File: config.mk
export PLATFORM = sky130hd
export DESIGN_NAME = adc_conversion_control
export DESIGN_NICKNAME = d
export VERILOG_FILES = /design/src/inc/adc_ctrl_pkg.sv /design/src/rtl/bit_clock_gen.sv /design/src/rtl/sar_engine.sv /design/src/rtl/adc_conversion_control.sv
export SDC_FILE = /design/constraint.sdc
export NUM_CORES = 1
export LEC_CHECK = 0
export BUFFER_PORTS_ARGS = -buffer_cell sky130_fd_sc_hd__buf_2
export CORE_ASPECT_RATIO = 0.8
export CORE_MARGIN = 2
export CORE_UTILIZATION = 35
export CTS_CLUSTER_SIZE = 40
export DETAILED_ROUTE_END_ITERATION = 10
export RECOVER_POWER = 100
export SYNTH_ARGS = -nofsm -noshare
export SYNTH_HDL_FRONTEND = slang
export SYNTH_SLANG_ARGS = --single-unit
File: constraint.sdc
create_clock -name sys_clk -period 2.15 [get_ports sys_clk]
set_input_delay 0.43 -clock sys_clk [delete_from_list [all_inputs] [get_ports sys_clk]]
set_output_delay 0.43 -clock sys_clk [all_outputs]
set_load 0.01 [all_outputs]
File: src/inc/adc_ctrl_pkg.sv
// Package: register map, field layout and timing constants for the converter control
// Summary of operation
// Six-bit channel field in control A bits 7..2 routes codes 0..31; 63 selects nothing.
// Smaller package treats channel codes 6 and 7 as not implemented.
// Writing one to go bit (control A bit 1) starts a conversion.
// Go bit clears itself when the conversion finishes.
// Go bit reads one while converting, zero otherwise.
// Control A bit 0 enables the converter; zero disables it and gates it off.
// Control B bits 6..4 pick bit clock: /8, /16, /32, /64 or RC; 000 and 100 reserved.
// RC clock option divides the internal oscillator by 16.
// Control B bit 2 selects right justify when one, left when zero.
// Control B bits 1..0 choose reference: external pin, supply or internal.
// Unimplemented bits read zero and ignore writes.
// Right justify: result high bits 1..0 hold result bits 9..8.
// Right justify: result low holds result bits 7..0.
// Software waits an acquisition period after a channel change before starting.
// A conversion lasts eleven bit periods from start until go clears.
// Done flag sets on every conversion end and stays until software clears it.
// Clearing go early abandons the conversion; results keep the previous value.
// After an abort, wait two bit periods, then start a new acquisition.
// Left justify: high holds bits 9..2, low bits 7..6 hold bits 1..0.
// Go writes are ignored while disabled; clearing enable aborts a conversion.
package adc_ctrl_pkg;
  localparam logic [3:0] OFS_CONTROL_A = 4'h0;
  localparam logic [3:0] OFS_CONTROL_B = 4'h4;
  localparam logic [3:0] OFS_RESULT_HIGH = 4'h8;
  localparam logic [3:0] OFS_RESULT_LOW = 4'hC;
  localparam logic [3:0] OFS_DONE_FLAG = 4'h0;
  localparam logic [7:0] CONTROL_A_RESET = 8'h00;
  localparam logic [7:0] CONTROL_B_RESET = 8'h00;
  localparam logic [7:0] CONTROL_B_MASK = 8'h77;
  localparam int CA_ENABLE_BIT = 0;
  localparam int CA_GO_BIT = 1;
  localparam int CA_CHAN_LSB = 2;
  localparam int CB_JUSTIFY_BIT = 2;
  localparam int CB_CLKSEL_LSB = 4;
  localparam int FLAG_BIT = 0;
  localparam logic [5:0] CHAN_LAST_VALID = 6'h1F;
  localparam logic [5:0] CHAN_SMALL_GAP_A = 6'h06;
  localparam logic [5:0] CHAN_SMALL_GAP_B = 6'h07;
  localparam logic [2:0] CLK_DIV8 = 3'h1;
  localparam logic [2:0] CLK_DIV16 = 3'h5;
  localparam logic [2:0] CLK_DIV32 = 3'h2;
  localparam logic [2:0] CLK_DIV64 = 3'h6;
  localparam int RC_DIVIDE = 16;
  localparam int CONV_PERIODS = 11;
  localparam int ABORT_PERIODS = 2;
  localparam logic [1:0] RESP_OKAY = 2'h0;
  localparam logic [1:0] RESP_SLVERR = 2'h2;
  typedef enum logic [1:0] {
    ST_IDLE = 2'b00,
    ST_CONVERT = 2'b01,
    ST_HOLDOFF = 2'b10
  } conv_state_t;
endpackage

File: src/rtl/bit_clock_gen.sv
// Conversion bit period tick generator from system clock or RC oscillator
`timescale 1ns/1ps
module bit_clock_gen
  import adc_ctrl_pkg::*;
(
  input wire logic sys_clk,
  input wire logic rstn,
  input wire logic run,
  input wire logic [2:0] clockSelect,
  input wire logic rcOsc,
  output logic bitTick
);
  logic [5:0] divCount_reg;
  logic [5:0] divCount_next;
  logic [5:0] divLast;
  logic rcMeta_reg;
  logic rcSync_reg;
  logic rcDly_reg;
  logic rcEdge;
  logic [3:0] rcCount_reg;
  logic isRc;
  logic reserved;
  logic sysTick;
  logic rcTick;

  ////////////////////////////////////////////////////////////////////
  // Divider end count per select code; reserved codes never tick
  assign isRc = (clockSelect[1:0] == 2'b11);
  assign reserved = (clockSelect[1:0] == 2'b00);
  assign divLast = (clockSelect == CLK_DIV8) ? 6'h07 :
                   (clockSelect == CLK_DIV16) ? 6'h0F :
                   (clockSelect == CLK_DIV32) ? 6'h1F : 6'h3F;
  assign sysTick = run && !isRc && !reserved && (divCount_reg == divLast);
  assign divCount_next = (!run || sysTick) ? 6'h00 : divCount_reg + 6'h01;
  // RC oscillator is asynchronous; edge found after two flops
  assign rcEdge = rcSync_reg && !rcDly_reg;
  assign rcTick = run && isRc && rcEdge && (rcCount_reg == 4'(RC_DIVIDE - 1));
  assign bitTick = sysTick || rcTick;

  // Counters
  always_ff @(posedge sys_clk or negedge rstn) begin
    if (!rstn) begin
      divCount_reg <= 6'h00;
      rcMeta_reg <= 1'b0;
      rcSync_reg <= 1'b0;
      rcDly_reg <= 1'b0;
      rcCount_reg <= 4'h0;
    end else begin
      divCount_reg <= divCount_next;
      rcMeta_reg <= rcOsc;
      rcSync_reg <= rcMeta_reg;
      rcDly_reg <= rcSync_reg;
      if (!run) begin
        rcCount_reg <= 4'h0;
      end else if (rcEdge) begin
        rcCount_reg <= rcCount_reg + 4'h1;
      end
    end
  end
endmodule // bit_clock_gen

File: src/rtl/sar_engine.sv
// Successive approximation sequencer against an external comparator
`timescale 1ns/1ps
module sar_engine #(
  parameter int WIDTH = 10
) (
  input wire logic sys_clk,
  input wire logic rstn,
  input wire logic start,
  input wire logic step,
  input wire logic compareHigh,
  output logic [WIDTH-1:0] trialCode,
  output logic [WIDTH-1:0] finalCode
);
  logic [WIDTH-1:0] mask_reg;
  logic [WIDTH-1:0] code_reg;

  ////////////////////////////////////////////////////////////////////
  // Trial code is the kept bits plus the bit under test
  assign trialCode = code_reg | mask_reg;
  assign finalCode = code_reg;

  // One bit decided per step, MSB first
  always_ff @(posedge sys_clk or negedge rstn) begin
    if (!rstn) begin
      mask_reg <= '0;
      code_reg <= '0;
    end else if (start) begin
      mask_reg <= {1'b1, {(WIDTH-1){1'b0}}};
      code_reg <= '0;
    end else if (step && mask_reg != '0) begin
      if (compareHigh) begin
        code_reg <= code_reg | mask_reg;
      end
      mask_reg <= mask_reg >> 1;
    end
  end
endmodule // sar_engine

File: src/rtl/adc_conversion_control.sv
// Converter control block with AXI4-Lite register slave
`timescale 1ns/1ps
module adc_conversion_control #(
  parameter bit SMALL_PACKAGE = 1'b0
) (
  input wire logic sys_clk,
  input wire logic rstn,
  input wire logic [3:0] s_axi_awaddr,
  input wire logic s_axi_awvalid,
  output logic s_axi_awready,
  input wire logic [31:0] s_axi_wdata,
  input wire logic [3:0] s_axi_wstrb,
  input wire logic s_axi_wvalid,
  output logic s_axi_wready,
  output logic [1:0] s_axi_bresp,
  output logic s_axi_bvalid,
  input wire logic s_axi_bready,
  input wire logic [3:0] s_axi_araddr,
  input wire logic s_axi_arvalid,
  output logic s_axi_arready,
  output logic [31:0] s_axi_rdata,
  output logic [1:0] s_axi_rresp,
  output logic s_axi_rvalid,
  input wire logic s_axi_rready,
  input wire logic flagSel,
  input wire logic rcOsc,
  input wire logic compareIn,
  output logic [5:0] channelRoute,
  output logic channelValid,
  output logic [1:0] referenceSelect,
  output logic analogPower,
  output logic sampleHold,
  output logic [9:0] dacCode,
  output logic conversionDoneFlag
);
  import adc_ctrl_pkg::*;

  logic [7:0] controlA_reg;
  logic [7:0] controlB_reg;
  logic [9:0] result_reg;
  logic flag_reg;
  conv_state_t state_reg;
  conv_state_t state_next;
  logic [3:0] periods_reg;
  logic [3:0] periods_next;
  logic awHeld_reg;
  logic wHeld_reg;
  logic [3:0] awAddr_reg;
  logic [7:0] wData_reg;
  logic wStrb0_reg;
  logic bValid_reg;
  logic rValid_reg;
  logic [31:0] rData_reg;
  logic [1:0] rResp_reg;
  logic [1:0] bResp_reg;
  logic cmpMeta_reg;
  logic cmpSync_reg;
  logic bitTick;
  logic [9:0] trialCode;
  logic [9:0] finalCode;
  logic doWrite;
  logic wrHit;
  logic wrA;
  logic wrB;
  logic wrFlag;
  logic rdTake;
  logic rdHit;
  logic goWritten;
  logic goRequest;
  logic abortReq;
  logic startConv;
  logic convEnd;
  logic converting;
  logic [7:0] resultHigh;
  logic [7:0] resultLow;
  logic [7:0] rdByte;
  logic enable;
  logic [5:0] chanField;

  ////////////////////////////////////////////////////////////////////
  // Register decode helper
  function automatic logic is_mapped(input logic [3:0] addr, input logic flagSpace);
    if (flagSpace) begin
      is_mapped = (addr == OFS_DONE_FLAG);
    end else begin
      is_mapped = (addr == OFS_CONTROL_A) || (addr == OFS_CONTROL_B) ||
                  (addr == OFS_RESULT_HIGH) || (addr == OFS_RESULT_LOW);
    end
  endfunction

  ////////////////////////////////////////////////////////////////////
  // AXI write side: address and data taken in either order
  assign s_axi_awready = !awHeld_reg && !bValid_reg;
  assign s_axi_wready = !wHeld_reg && !bValid_reg;
  assign doWrite = awHeld_reg && wHeld_reg && !bValid_reg;
  assign wrHit = doWrite && wStrb0_reg && is_mapped(awAddr_reg, flagSel);
  assign wrA = wrHit && !flagSel && (awAddr_reg == OFS_CONTROL_A);
  assign wrB = wrHit && !flagSel && (awAddr_reg == OFS_CONTROL_B);
  assign wrFlag = wrHit && flagSel;
  assign s_axi_bvalid = bValid_reg;
  assign s_axi_bresp = bResp_reg;

  // Write channel latches
  always_ff @(posedge sys_clk or negedge rstn) begin
    if (!rstn) begin
      awHeld_reg <= 1'b0;
      wHeld_reg <= 1'b0;
      awAddr_reg <= 4'h0;
      wData_reg <= 8'h00;
      wStrb0_reg <= 1'b0;
      bValid_reg <= 1'b0;
      bResp_reg <= RESP_OKAY;
    end else begin
      if (s_axi_awvalid && s_axi_awready) begin
        awHeld_reg <= 1'b1;
        awAddr_reg <= s_axi_awaddr;
      end
      if (s_axi_wvalid && s_axi_wready) begin
        wHeld_reg <= 1'b1;
        wData_reg <= s_axi_wdata[7:0];
        wStrb0_reg <= s_axi_wstrb[0];
      end
      if (doWrite) begin
        awHeld_reg <= 1'b0;
        wHeld_reg <= 1'b0;
        bValid_reg <= 1'b1;
        bResp_reg <= is_mapped(awAddr_reg, flagSel) ? RESP_OKAY : RESP_SLVERR;
      end else if (bValid_reg && s_axi_bready) begin
        bValid_reg <= 1'b0;
      end
    end
  end

  ////////////////////////////////////////////////////////////////////
  // Conversion sequencing
  assign enable = controlA_reg[CA_ENABLE_BIT];
  assign converting = (state_reg == ST_CONVERT);
  assign goWritten = wrA && wData_reg[CA_GO_BIT];
  assign goRequest = goWritten && wData_reg[CA_ENABLE_BIT] && enable;
  assign abortReq = converting && ((wrA && !wData_reg[CA_GO_BIT]) ||
                    (wrA && !wData_reg[CA_ENABLE_BIT]));
  assign startConv = (state_reg == ST_IDLE) && goRequest;
  assign convEnd = converting && !abortReq && bitTick &&
                   (periods_reg == 4'(CONV_PERIODS - 1));

  // Next state
  always_comb begin
    state_next = state_reg;
    periods_next = periods_reg;
    case (state_reg)
      ST_IDLE: begin
        periods_next = 4'h0;
        if (startConv) begin
          state_next = ST_CONVERT;
        end
      end
      ST_CONVERT: begin
        if (abortReq) begin
          state_next = ST_HOLDOFF;
          periods_next = 4'h0;
        end else if (convEnd) begin
          state_next = ST_IDLE;
          periods_next = 4'h0;
        end else if (bitTick) begin
          periods_next = periods_reg + 4'h1;
        end
      end
      ST_HOLDOFF: begin
        // Two periods blanked while enabled, then acquisition resumes on the channel; disable leaves at once
        if (!enable) begin
          state_next = ST_IDLE;
        end else if (bitTick && periods_reg == 4'(ABORT_PERIODS - 1)) begin
          state_next = ST_IDLE;
        end else if (bitTick) begin
          periods_next = periods_reg + 4'h1;
        end
      end
      default: begin
        state_next = ST_IDLE;
        periods_next = 4'h0;
      end
    endcase
  end

  // Control registers, result and flag
  always_ff @(posedge sys_clk or negedge rstn) begin
    if (!rstn) begin
      controlA_reg <= CONTROL_A_RESET;
      controlB_reg <= CONTROL_B_RESET;
      state_reg <= ST_IDLE;
      periods_reg <= 4'h0;
      flag_reg <= 1'b0;
      result_reg <= 10'h000;
    end else begin
      state_reg <= state_next;
      periods_reg <= periods_next;
      if (wrA) begin
        controlA_reg[7:2] <= wData_reg[7:2];
        controlA_reg[CA_ENABLE_BIT] <= wData_reg[CA_ENABLE_BIT];
      end
      if (wrB) begin
        controlB_reg <= wData_reg & CONTROL_B_MASK;
      end
      // Last bit is decided on this same edge, so take it from the comparator here
      if (convEnd) begin
        result_reg <= cmpSync_reg ? trialCode : finalCode;
      end
      if (convEnd) begin
        flag_reg <= 1'b1;
      end else if (wrFlag && !wData_reg[FLAG_BIT]) begin
        flag_reg <= 1'b0;
      end
    end
  end

  // Go bit is not stored; reads show the running conversion instead

  ////////////////////////////////////////////////////////////////////
  // Comparator synchroniser and engines
  always_ff @(posedge sys_clk or negedge rstn) begin
    if (!rstn) begin
      cmpMeta_reg <= 1'b0;
      cmpSync_reg <= 1'b0;
    end else begin
      cmpMeta_reg <= compareIn;
      cmpSync_reg <= cmpMeta_reg;
    end
  end

  bit_clock_gen u_clk (
    .sys_clk(sys_clk),
    .rstn(rstn),
    .run(state_reg != ST_IDLE),
    .clockSelect(controlB_reg[6:4]),
    .rcOsc(rcOsc),
    .bitTick(bitTick)
  );

  sar_engine #(.WIDTH(10)) u_sar (
    .sys_clk(sys_clk),
    .rstn(rstn),
    .start(startConv),
    .step(converting && bitTick && periods_reg != 4'h0),
    .compareHigh(cmpSync_reg),
    .trialCode(trialCode),
    .finalCode(finalCode)
  );

  ////////////////////////////////////////////////////////////////////
  // Analog side controls
  assign chanField = controlA_reg[7:2];
  assign channelValid = enable && (chanField <= CHAN_LAST_VALID) &&
                        !(SMALL_PACKAGE && (chanField == CHAN_SMALL_GAP_A ||
                          chanField == CHAN_SMALL_GAP_B));
  assign channelRoute = chanField;
  assign referenceSelect = controlB_reg[1:0];
  assign analogPower = enable;
  assign sampleHold = converting;
  assign dacCode = trialCode;
  assign conversionDoneFlag = flag_reg;

  ////////////////////////////////////////////////////////////////////
  // Result formatting for reads
  assign resultHigh = controlB_reg[CB_JUSTIFY_BIT] ? {6'h00, result_reg[9:8]}
                                                   : result_reg[9:2];
  assign resultLow = controlB_reg[CB_JUSTIFY_BIT] ? result_reg[7:0]
                                                  : {result_reg[1:0], 6'h00};
  assign rdByte = flagSel ? {7'h00, flag_reg} :
                  (s_axi_araddr == OFS_CONTROL_A) ?
                    {controlA_reg[7:2], converting, controlA_reg[0]} :
                  (s_axi_araddr == OFS_CONTROL_B) ? controlB_reg :
                  (s_axi_araddr == OFS_RESULT_HIGH) ? resultHigh : resultLow;

  ////////////////////////////////////////////////////////////////////
  // AXI read side: one read outstanding, data from a register
  assign s_axi_arready = !rValid_reg;
  assign rdTake = s_axi_arvalid && s_axi_arready;
  assign rdHit = is_mapped(s_axi_araddr, flagSel);
  assign s_axi_rvalid = rValid_reg;
  assign s_axi_rdata = rData_reg;
  assign s_axi_rresp = rResp_reg;

  // Read response
  always_ff @(posedge sys_clk or negedge rstn) begin
    if (!rstn) begin
      rValid_reg <= 1'b0;
      rData_reg <= 32'h0000_0000;
      rResp_reg <= RESP_OKAY;
    end else if (rdTake) begin
      rValid_reg <= 1'b1;
      rData_reg <= rdHit ? {24'h000000, rdByte} : 32'h0000_0000;
      rResp_reg <= rdHit ? RESP_OKAY : RESP_SLVERR;
    end else if (rValid_reg && s_axi_rready) begin
      rValid_reg <= 1'b0;
    end
  end

  ////////////////////////////////////////////////////////////////////
  // Checks
  a_go_ignored_off: assert property (@(posedge sys_clk) disable iff (!rstn)
    (goWritten && !enable && state_reg == ST_IDLE) |=> state_reg == ST_IDLE)
    else $error("go accepted while disabled");
  a_go_starts: assert property (@(posedge sys_clk) disable iff (!rstn)
    startConv |=> converting)
    else $error("go did not start conversion");
  a_go_clears: assert property (@(posedge sys_clk) disable iff (!rstn)
    convEnd |=> state_reg == ST_IDLE)
    else $error("go not cleared after conversion");
  a_done_flag_set: assert property (@(posedge sys_clk) disable iff (!rstn)
    convEnd |=> flag_reg)
    else $error("done flag not set");
  a_result_kept: assert property (@(posedge sys_clk) disable iff (!rstn)
    abortReq |=> $stable(result_reg))
    else $error("result changed on abort");
  a_abort_holdoff: assert property (@(posedge sys_clk) disable iff (!rstn)
    (abortReq && wData_reg[CA_ENABLE_BIT]) |=> state_reg == ST_HOLDOFF)
    else $error("no holdoff after abort");
  a_unimpl_zero: assert property (@(posedge sys_clk) disable iff (!rstn)
    controlB_reg[7] == 1'b0 && controlB_reg[3] == 1'b0)
    else $error("unimplemented bits set");
  a_right_high: assert property (@(posedge sys_clk) disable iff (!rstn)
    controlB_reg[CB_JUSTIFY_BIT] |-> resultHigh[7:2] == 6'h00)
    else $error("high result upper bits nonzero");
  a_power_gates_hold: assert property (@(posedge sys_clk) disable iff (!rstn)
    !analogPower |-> !sampleHold)
    else $error("converting while disabled");
  c_full_conv: cover property (@(posedge sys_clk) disable iff (!rstn) convEnd);
  c_abort: cover property (@(posedge sys_clk) disable iff (!rstn) abortReq);
  c_holdoff_done: cover property (@(posedge sys_clk) disable iff (!rstn)
    state_reg == ST_HOLDOFF ##1 state_reg == ST_IDLE);
endmodule // adc_conversion_control

==> results of run 1 <==
-- cell usage after synthesis, drive strengths merged, types with 3 or more instances --
cell	number
nand4	3
ha	10
dfrtp	92
inv	12
o21ai	11
nand2	29
nand3	8
mux2i	21
o221ai	4
a32o	3
nor2	48
a21oi	39
xnor2	7
nand2b	3
buf	35
or2	11
a22o	3
clkbuf	8
a211oi	5
mux2	28
nor2b	4
or4	5
xor2	4
-- worst max-delay path, stage by stage (launching register included) --
cell and delay (ps):
dfrtp_1 390, inv_1 70, ha_1 250, or4_4 600
a41oi_1 220, o21ai_1 120, mux2_1 330
-- metal layers --
layer	vias to the layer above	part of all wire [%]	global-route usage, %	wire length [um]
li1	1607	-	-	-
met1	1581	49	20.9	4970
met2	100	44	22.2	4470
met3	14	5.8	3.77	592
met4	0	1.3	4.84	136
met5	-	0	0	0
-- power groups by stage --
stage	combinational (W)	clock [W]	sequential [W]
floorplan	0.000795	0	0.00227
global placement	0.00108	0	0.00236
detailed placement	0.00112	0	0.00238
CTS	0.00117	0.00191	0.00235
global route	0.00128	0.00196	0.00240
finish	0.00116	0.00185	0.00235
-- cell usage in the layout, fill, tap and decap left out, types with 3 or more instances in the layout --
master,count
mux2i_1,21
or2_2,10
a211oi_2,4
xor2_1,4
nor2_1,47
clkbuf_2,3
clkbuf_16,9
buf_2,63
or4_4,3
a22o_1,3
dfrtp_1,92
nor2b_1,3
mux2_2,27
a21oi_2,10
o21ai_0,10
o221ai_1,4
nand2b_1,3
xnor2_1,7
nand3_1,8
inv_1,12
buf_4,20
or4_1,3
nand2_1,29
ha_1,10
a32o_1,3
a21oi_1,27
conb_1,26
bufinv_16,3
-- logic make-up after synthesis --
kind of cell	after synthesis
buf+inv	55
fa+ha+maj	10
compound gates	80
flops	92
other cells	1
mux	49
simple gates	127
xor+xnor	11
-- layout make-up --
cell class	instances	area, um^2
sequential	92	2300
fill	1246	7280
clock buffer	11	253
clock inverter	5	108
multi-input combinational	304	2120
inverter	12	45.0
tap	175	219
timing repair buffer	91	547
-- how the worst max path moves through the flow --
stage	startpoint	end	slack (ps)	cells past startpoint
final	state_reg[0]	state_reg[0]	40	6
after global routing	awAddr_reg[0]	state_reg[0]	-20	7
after CTS	awAddr_reg[0]	state_reg[0]	-1	7
after detailed placement	flagSel	state_reg[0]	-120	8
after global placement	flagSel	state_reg[0]	-100	8
after floorplan	state_reg[0]	state_reg[0]	20	8
-- timing repair --
| item | 4_1_cts | 5_1_grt |
|---|---|---|
| cloned | 0 | 1 |
| pin swaps | 4 | 3 |
| buffers inserted | 3 | 0 |
| gates resized for setup | 4 | 7 |
| endpoints found under the setup margin | 1 | 24 |
-- through the flow --
step / setup WS, ps / TNS [ps] / hold slack [ps]
6_report: 42.1 / 0 / 193
5_1_grt: -21.6 / -21.6 / 186
4_1_cts: -1.00 / -1.00 / 53.5
3_5_place_dp: -121 / -333 / 342
3_3_place_gp: -95.5 / -165 / 336
2_1_floorplan: 20.3 / 0 / 134
==> out/results.ini, run 1 <==
[clocking]
cts_hold_buf=0
clock_latency_ps=340
cts-root-buf=clkbuf_16
clkTransAtPathRegs_ps=60
htree_levels=3
clk_path_buf_depth=2
cts_tree=built
cts.sinks=92
cts_buffers=9

[synthesis]
yosysSeqAreaShare_pct=50.0
syn_area_per_cell_um2=10.8
synth_edf_count=0
netlist_top_cells_area=dfrtp_1, mux2_2, buf_4, mux2i_1, nor2_1
synth.top_cell.area_share_pct=50.0
netlist_instances=425
synth-xor-area-share_pct=2.09
synthAdderAreaFrac_pct=2.72
yosysWarnings=0
synth_area_leader_cell=dfrtp_1
synth_area_um2=4600
synth_cell_type_count=61
async_flop_share_pct=100
synthMuxAreaShare_pct=11.4
synth_top_family_by_area=simple AND/OR/NAND/NOR gates
synth_ff_type=dfrtp_1
synth-simple-area-share_pct=14.0
synth_seq_cells=92
synth-compound-area-share_pct=12.4

[layout]
layout-drive-gt1-share_pct=33.4
final_cells=690
final_util_pct=43.4
final_area_um2=5590
syn2layout_area_growth_pct=21.5
nets=574
num_antenna_cells=0

[floorplanning]
row_count=37
fp.dieW_um=132
die_h_um=107
initial_core_util_pct=35.8
core_area_um2=12900
io_pins=117
die_area_um2=14100

[sta]
hold_viol_final=0
skew_ps=7.83
relSlewSlack_pct=40.2
setup_viol_count_final=0
min_period_ps=2110
max_clock_freq_mhz=474
finalCritPeriodShare_pct=98.0
slew_viol_final=0
rsz0062_at_grt=true
tightest_slew_ps=898

[worst_setup_path]
rr_endpoint=state_reg[0]
endpoint_kind=flop
worstPathRequired_ps=2370
crit_arrival_ps=2330
r2r_start=state_reg[0]
crit_path_start_kind=flop
criticalPathCategory=reg2reg
crit_fanout=5
reg2regPathDepth=6
rrSetupSlack_ps=40

[pwr]
internal_power_w=0.00382
p_clk_share_pct=34.5
pwr-share-comb_pct=21.7
p_leak_nw=2.45
power_density_nw_per_um2=960
power_w=0.00537
ir_drop_uv=483
power.switching_w=0.00155
seq_power_share_pct=43.8
swShare_pct=28.9

[min_path]
whs_endpoint=cmpMeta_reg
hold_path_class=in2reg
hold-path-cell-count=1
hold_start=compareIn

[global_route]
gr-usage-all-layers_pct=14.8
antenna_found_initial=0
grt_overflow=0
grt_max_degree=38
grt_pass1_wl_um=16300
grt_pass1_vias=3196

[drt]
post_drt_via_cell_ratio=4.79
ant_nets=0
dr_total_vias=3302
dr.first_iter.drc_count=194
drc_errors=0
routed_wirelength_um=10200
dr.pass1.iters=4
wire_per_inst_um=14.7

[placement]
port_buffers=63
dp_cells=670
placed_area_um2=5170
gp_congestion=0.846
dp.final_hpwl_um=7460

[job]
drv_cap=0

[status]
status=complete, no violations

Power figures use the tool's default switching activity.
==> inputs of run 2 (changes only) <==
- GPL_TIMING_DRIVEN: default -> 0
==> out/results.ini, run 2 (synthesis gave the netlist of run 1 again) <==
[pwr]
seq_power_share_pct=44.3
power_density_nw_per_um2=900
power_w=0.00522
p_clk_share_pct=30.5
swShare_pct=31.1
pwr-share-comb_pct=25.1
ir_drop_uv=453
power.switching_w=0.00162
internal_power_w=0.00360
p_leak_nw=2.50

[clocking]
cts_tree=built
cts_buffers=9
clkTransAtPathRegs_ps=70
htree_levels=3
clk_path_buf_depth=2
clock_latency_ps=350
cts-root-buf=clkbuf_16
cts.sinks=92

[layout]
mostFrequentLayoutCells=dfrtp_1, clkbuf_1, buf_4
fillers=1251
final_common_cell=dfrtp_1
final_util_pct=45.1
nets=607
final_cells=723
num_antenna_cells=0
syn2layout_area_growth_pct=26.1
layout-drive-gt1-share_pct=31.4

[placement]
dp.final_hpwl_um=7680
dp_cells=688
port_buffers=62
place_ws_ps=-447
gp_congestion=0.839

[sta]
setup_viol_count_final=10
min_period_ps=2180
slew_viol_final=0
final_critical_path_setup_slack_ps=-27.4
tightest_slew_ps=1370
relSlewSlack_pct=8.44
finalCritPeriodShare_pct=101
max_clock_freq_mhz=459
rsz0062_at_grt=true
hold_viol_final=0
skew_ps=8.24

[drt]
wire_per_inst_um=14.9
dr.first_iter.drc_count=185
dr_wl_met3_um=624
ant_nets=0
post_drt_via_cell_ratio=4.75
routed_wirelength_um=10800
wl_met2_um=4690
dr.pass1.iters=4
wl_met1_um=5270
dr_total_vias=3434
drc_errors=0
top_layer=met4

[floorplanning]
die_area_um2=14100
row_count=37
core_area_um2=12900
fp.dieW_um=132
initial_core_util_pct=35.8
io_pins=117
die_h_um=107

[status]
failed_checks=setup timing
status=complete, but fails checks

[worst_setup_path]
crit_arrival_ps=2450
crit_path_start_kind=flop
worstPathRequired_ps=2430
crit_fanout=10
endpoint_kind=flop
criticalPathCategory=reg2reg

[global_route]
grt_pass1_wl_um=17700
grt_max_degree=71
antenna_found_initial=0
grt_pass1_vias=3500
gr-usage-all-layers_pct=16.0
grt_overflow=0

[job]
drv_cap=0

[min_path]
hold_path_class=in2reg

run 2: stage by stage:
step / hold slack (ps) / setup TNS, ps / instance area, um^2
2_1_floorplan: 134 / 0 / 4700
4_1_cts: 182 / -247 / 5790
3_5_place_dp: 335 / -11500 / 5260
6_report: 185 / -201 / 5800
3_3_place_gp: 336 / -31300 / 5230
5_1_grt: 184 / -5860 / 5800
run 2: final timing paths:
check | depth (start not counted) | end | slack (ps) | from
min reg2reg | 0 | cmpSync_reg | 350 | cmpMeta_reg
min in group asynchronous | 2 | s_axi_bvalid | 920 | rstn
max | 9 | result_reg[4] | -30 | controlB_reg[4]
max reg2reg | 9 | result_reg[4] | -30 | controlB_reg[4]
max in group asynchronous | 3 | u_sar.finalCode[8] | 250 | rstn
min | 1 | cmpMeta_reg | 180 | compareIn
run 2: layer usage:
metal	GRT usage (%)	up-vias
met5	0	-
met4	5.53	0
met3	4.20	18
met2	24.1	106
met1	22.2	1638
li1	-	1672
run 2: area by class of cell:
type | count | area (um^2) | area share [%]
Buffer | 42 | 310 | 5.35
Clock buffer | 11 | 233 | 4.01
Timing Repair Buffer | 83 | 470 | 8.11
Multi-Input combinational cell | 303 | 2160 | 37.2
Tap cell | 175 | 219 | 3.77
Inverter | 12 | 45.0 | 0.776
Sequential cell | 92 | 2300 | 39.7
Clock inverter | 5 | 61.3 | 1.06
run 2: repair_timing:
| action | CTS | global route |
|---|---|---|
| buffers inserted | 15 | 2 |
| setup endpoints to repair | 37 | 38 |
| hold endpoints to repair | 22 | 0 |
| gates resized for setup | 27 | 7 |
| hold buffers | 1 | 0 |
| gates cloned | 2 | 0 |
| pin swaps | 7 | 4 |
run 2: power groups by stage:
stage | logic, W | clock network (W) | registers [W]
final | 0.00131 | 0.00159 | 0.00231
after global placement | 0.00111 | 0 | 0.00232
after detailed placement | 0.00114 | 0 | 0.00234
after CTS | 0.00128 | 0.00163 | 0.00231
after global routing | 0.00145 | 0.00169 | 0.00236
after floorplan | 0.000795 | 0 | 0.00227
run 2: worst max-delay path: stages (launching register included):
cell and delay (ps):
dfrtp_1 400, and4b_1 260, a31oi_1 60, or4_4 580, buf_12 180, a211oi_4 230
buf_6 150, buf_6 130, nor2_2 40, a21oi_2 90
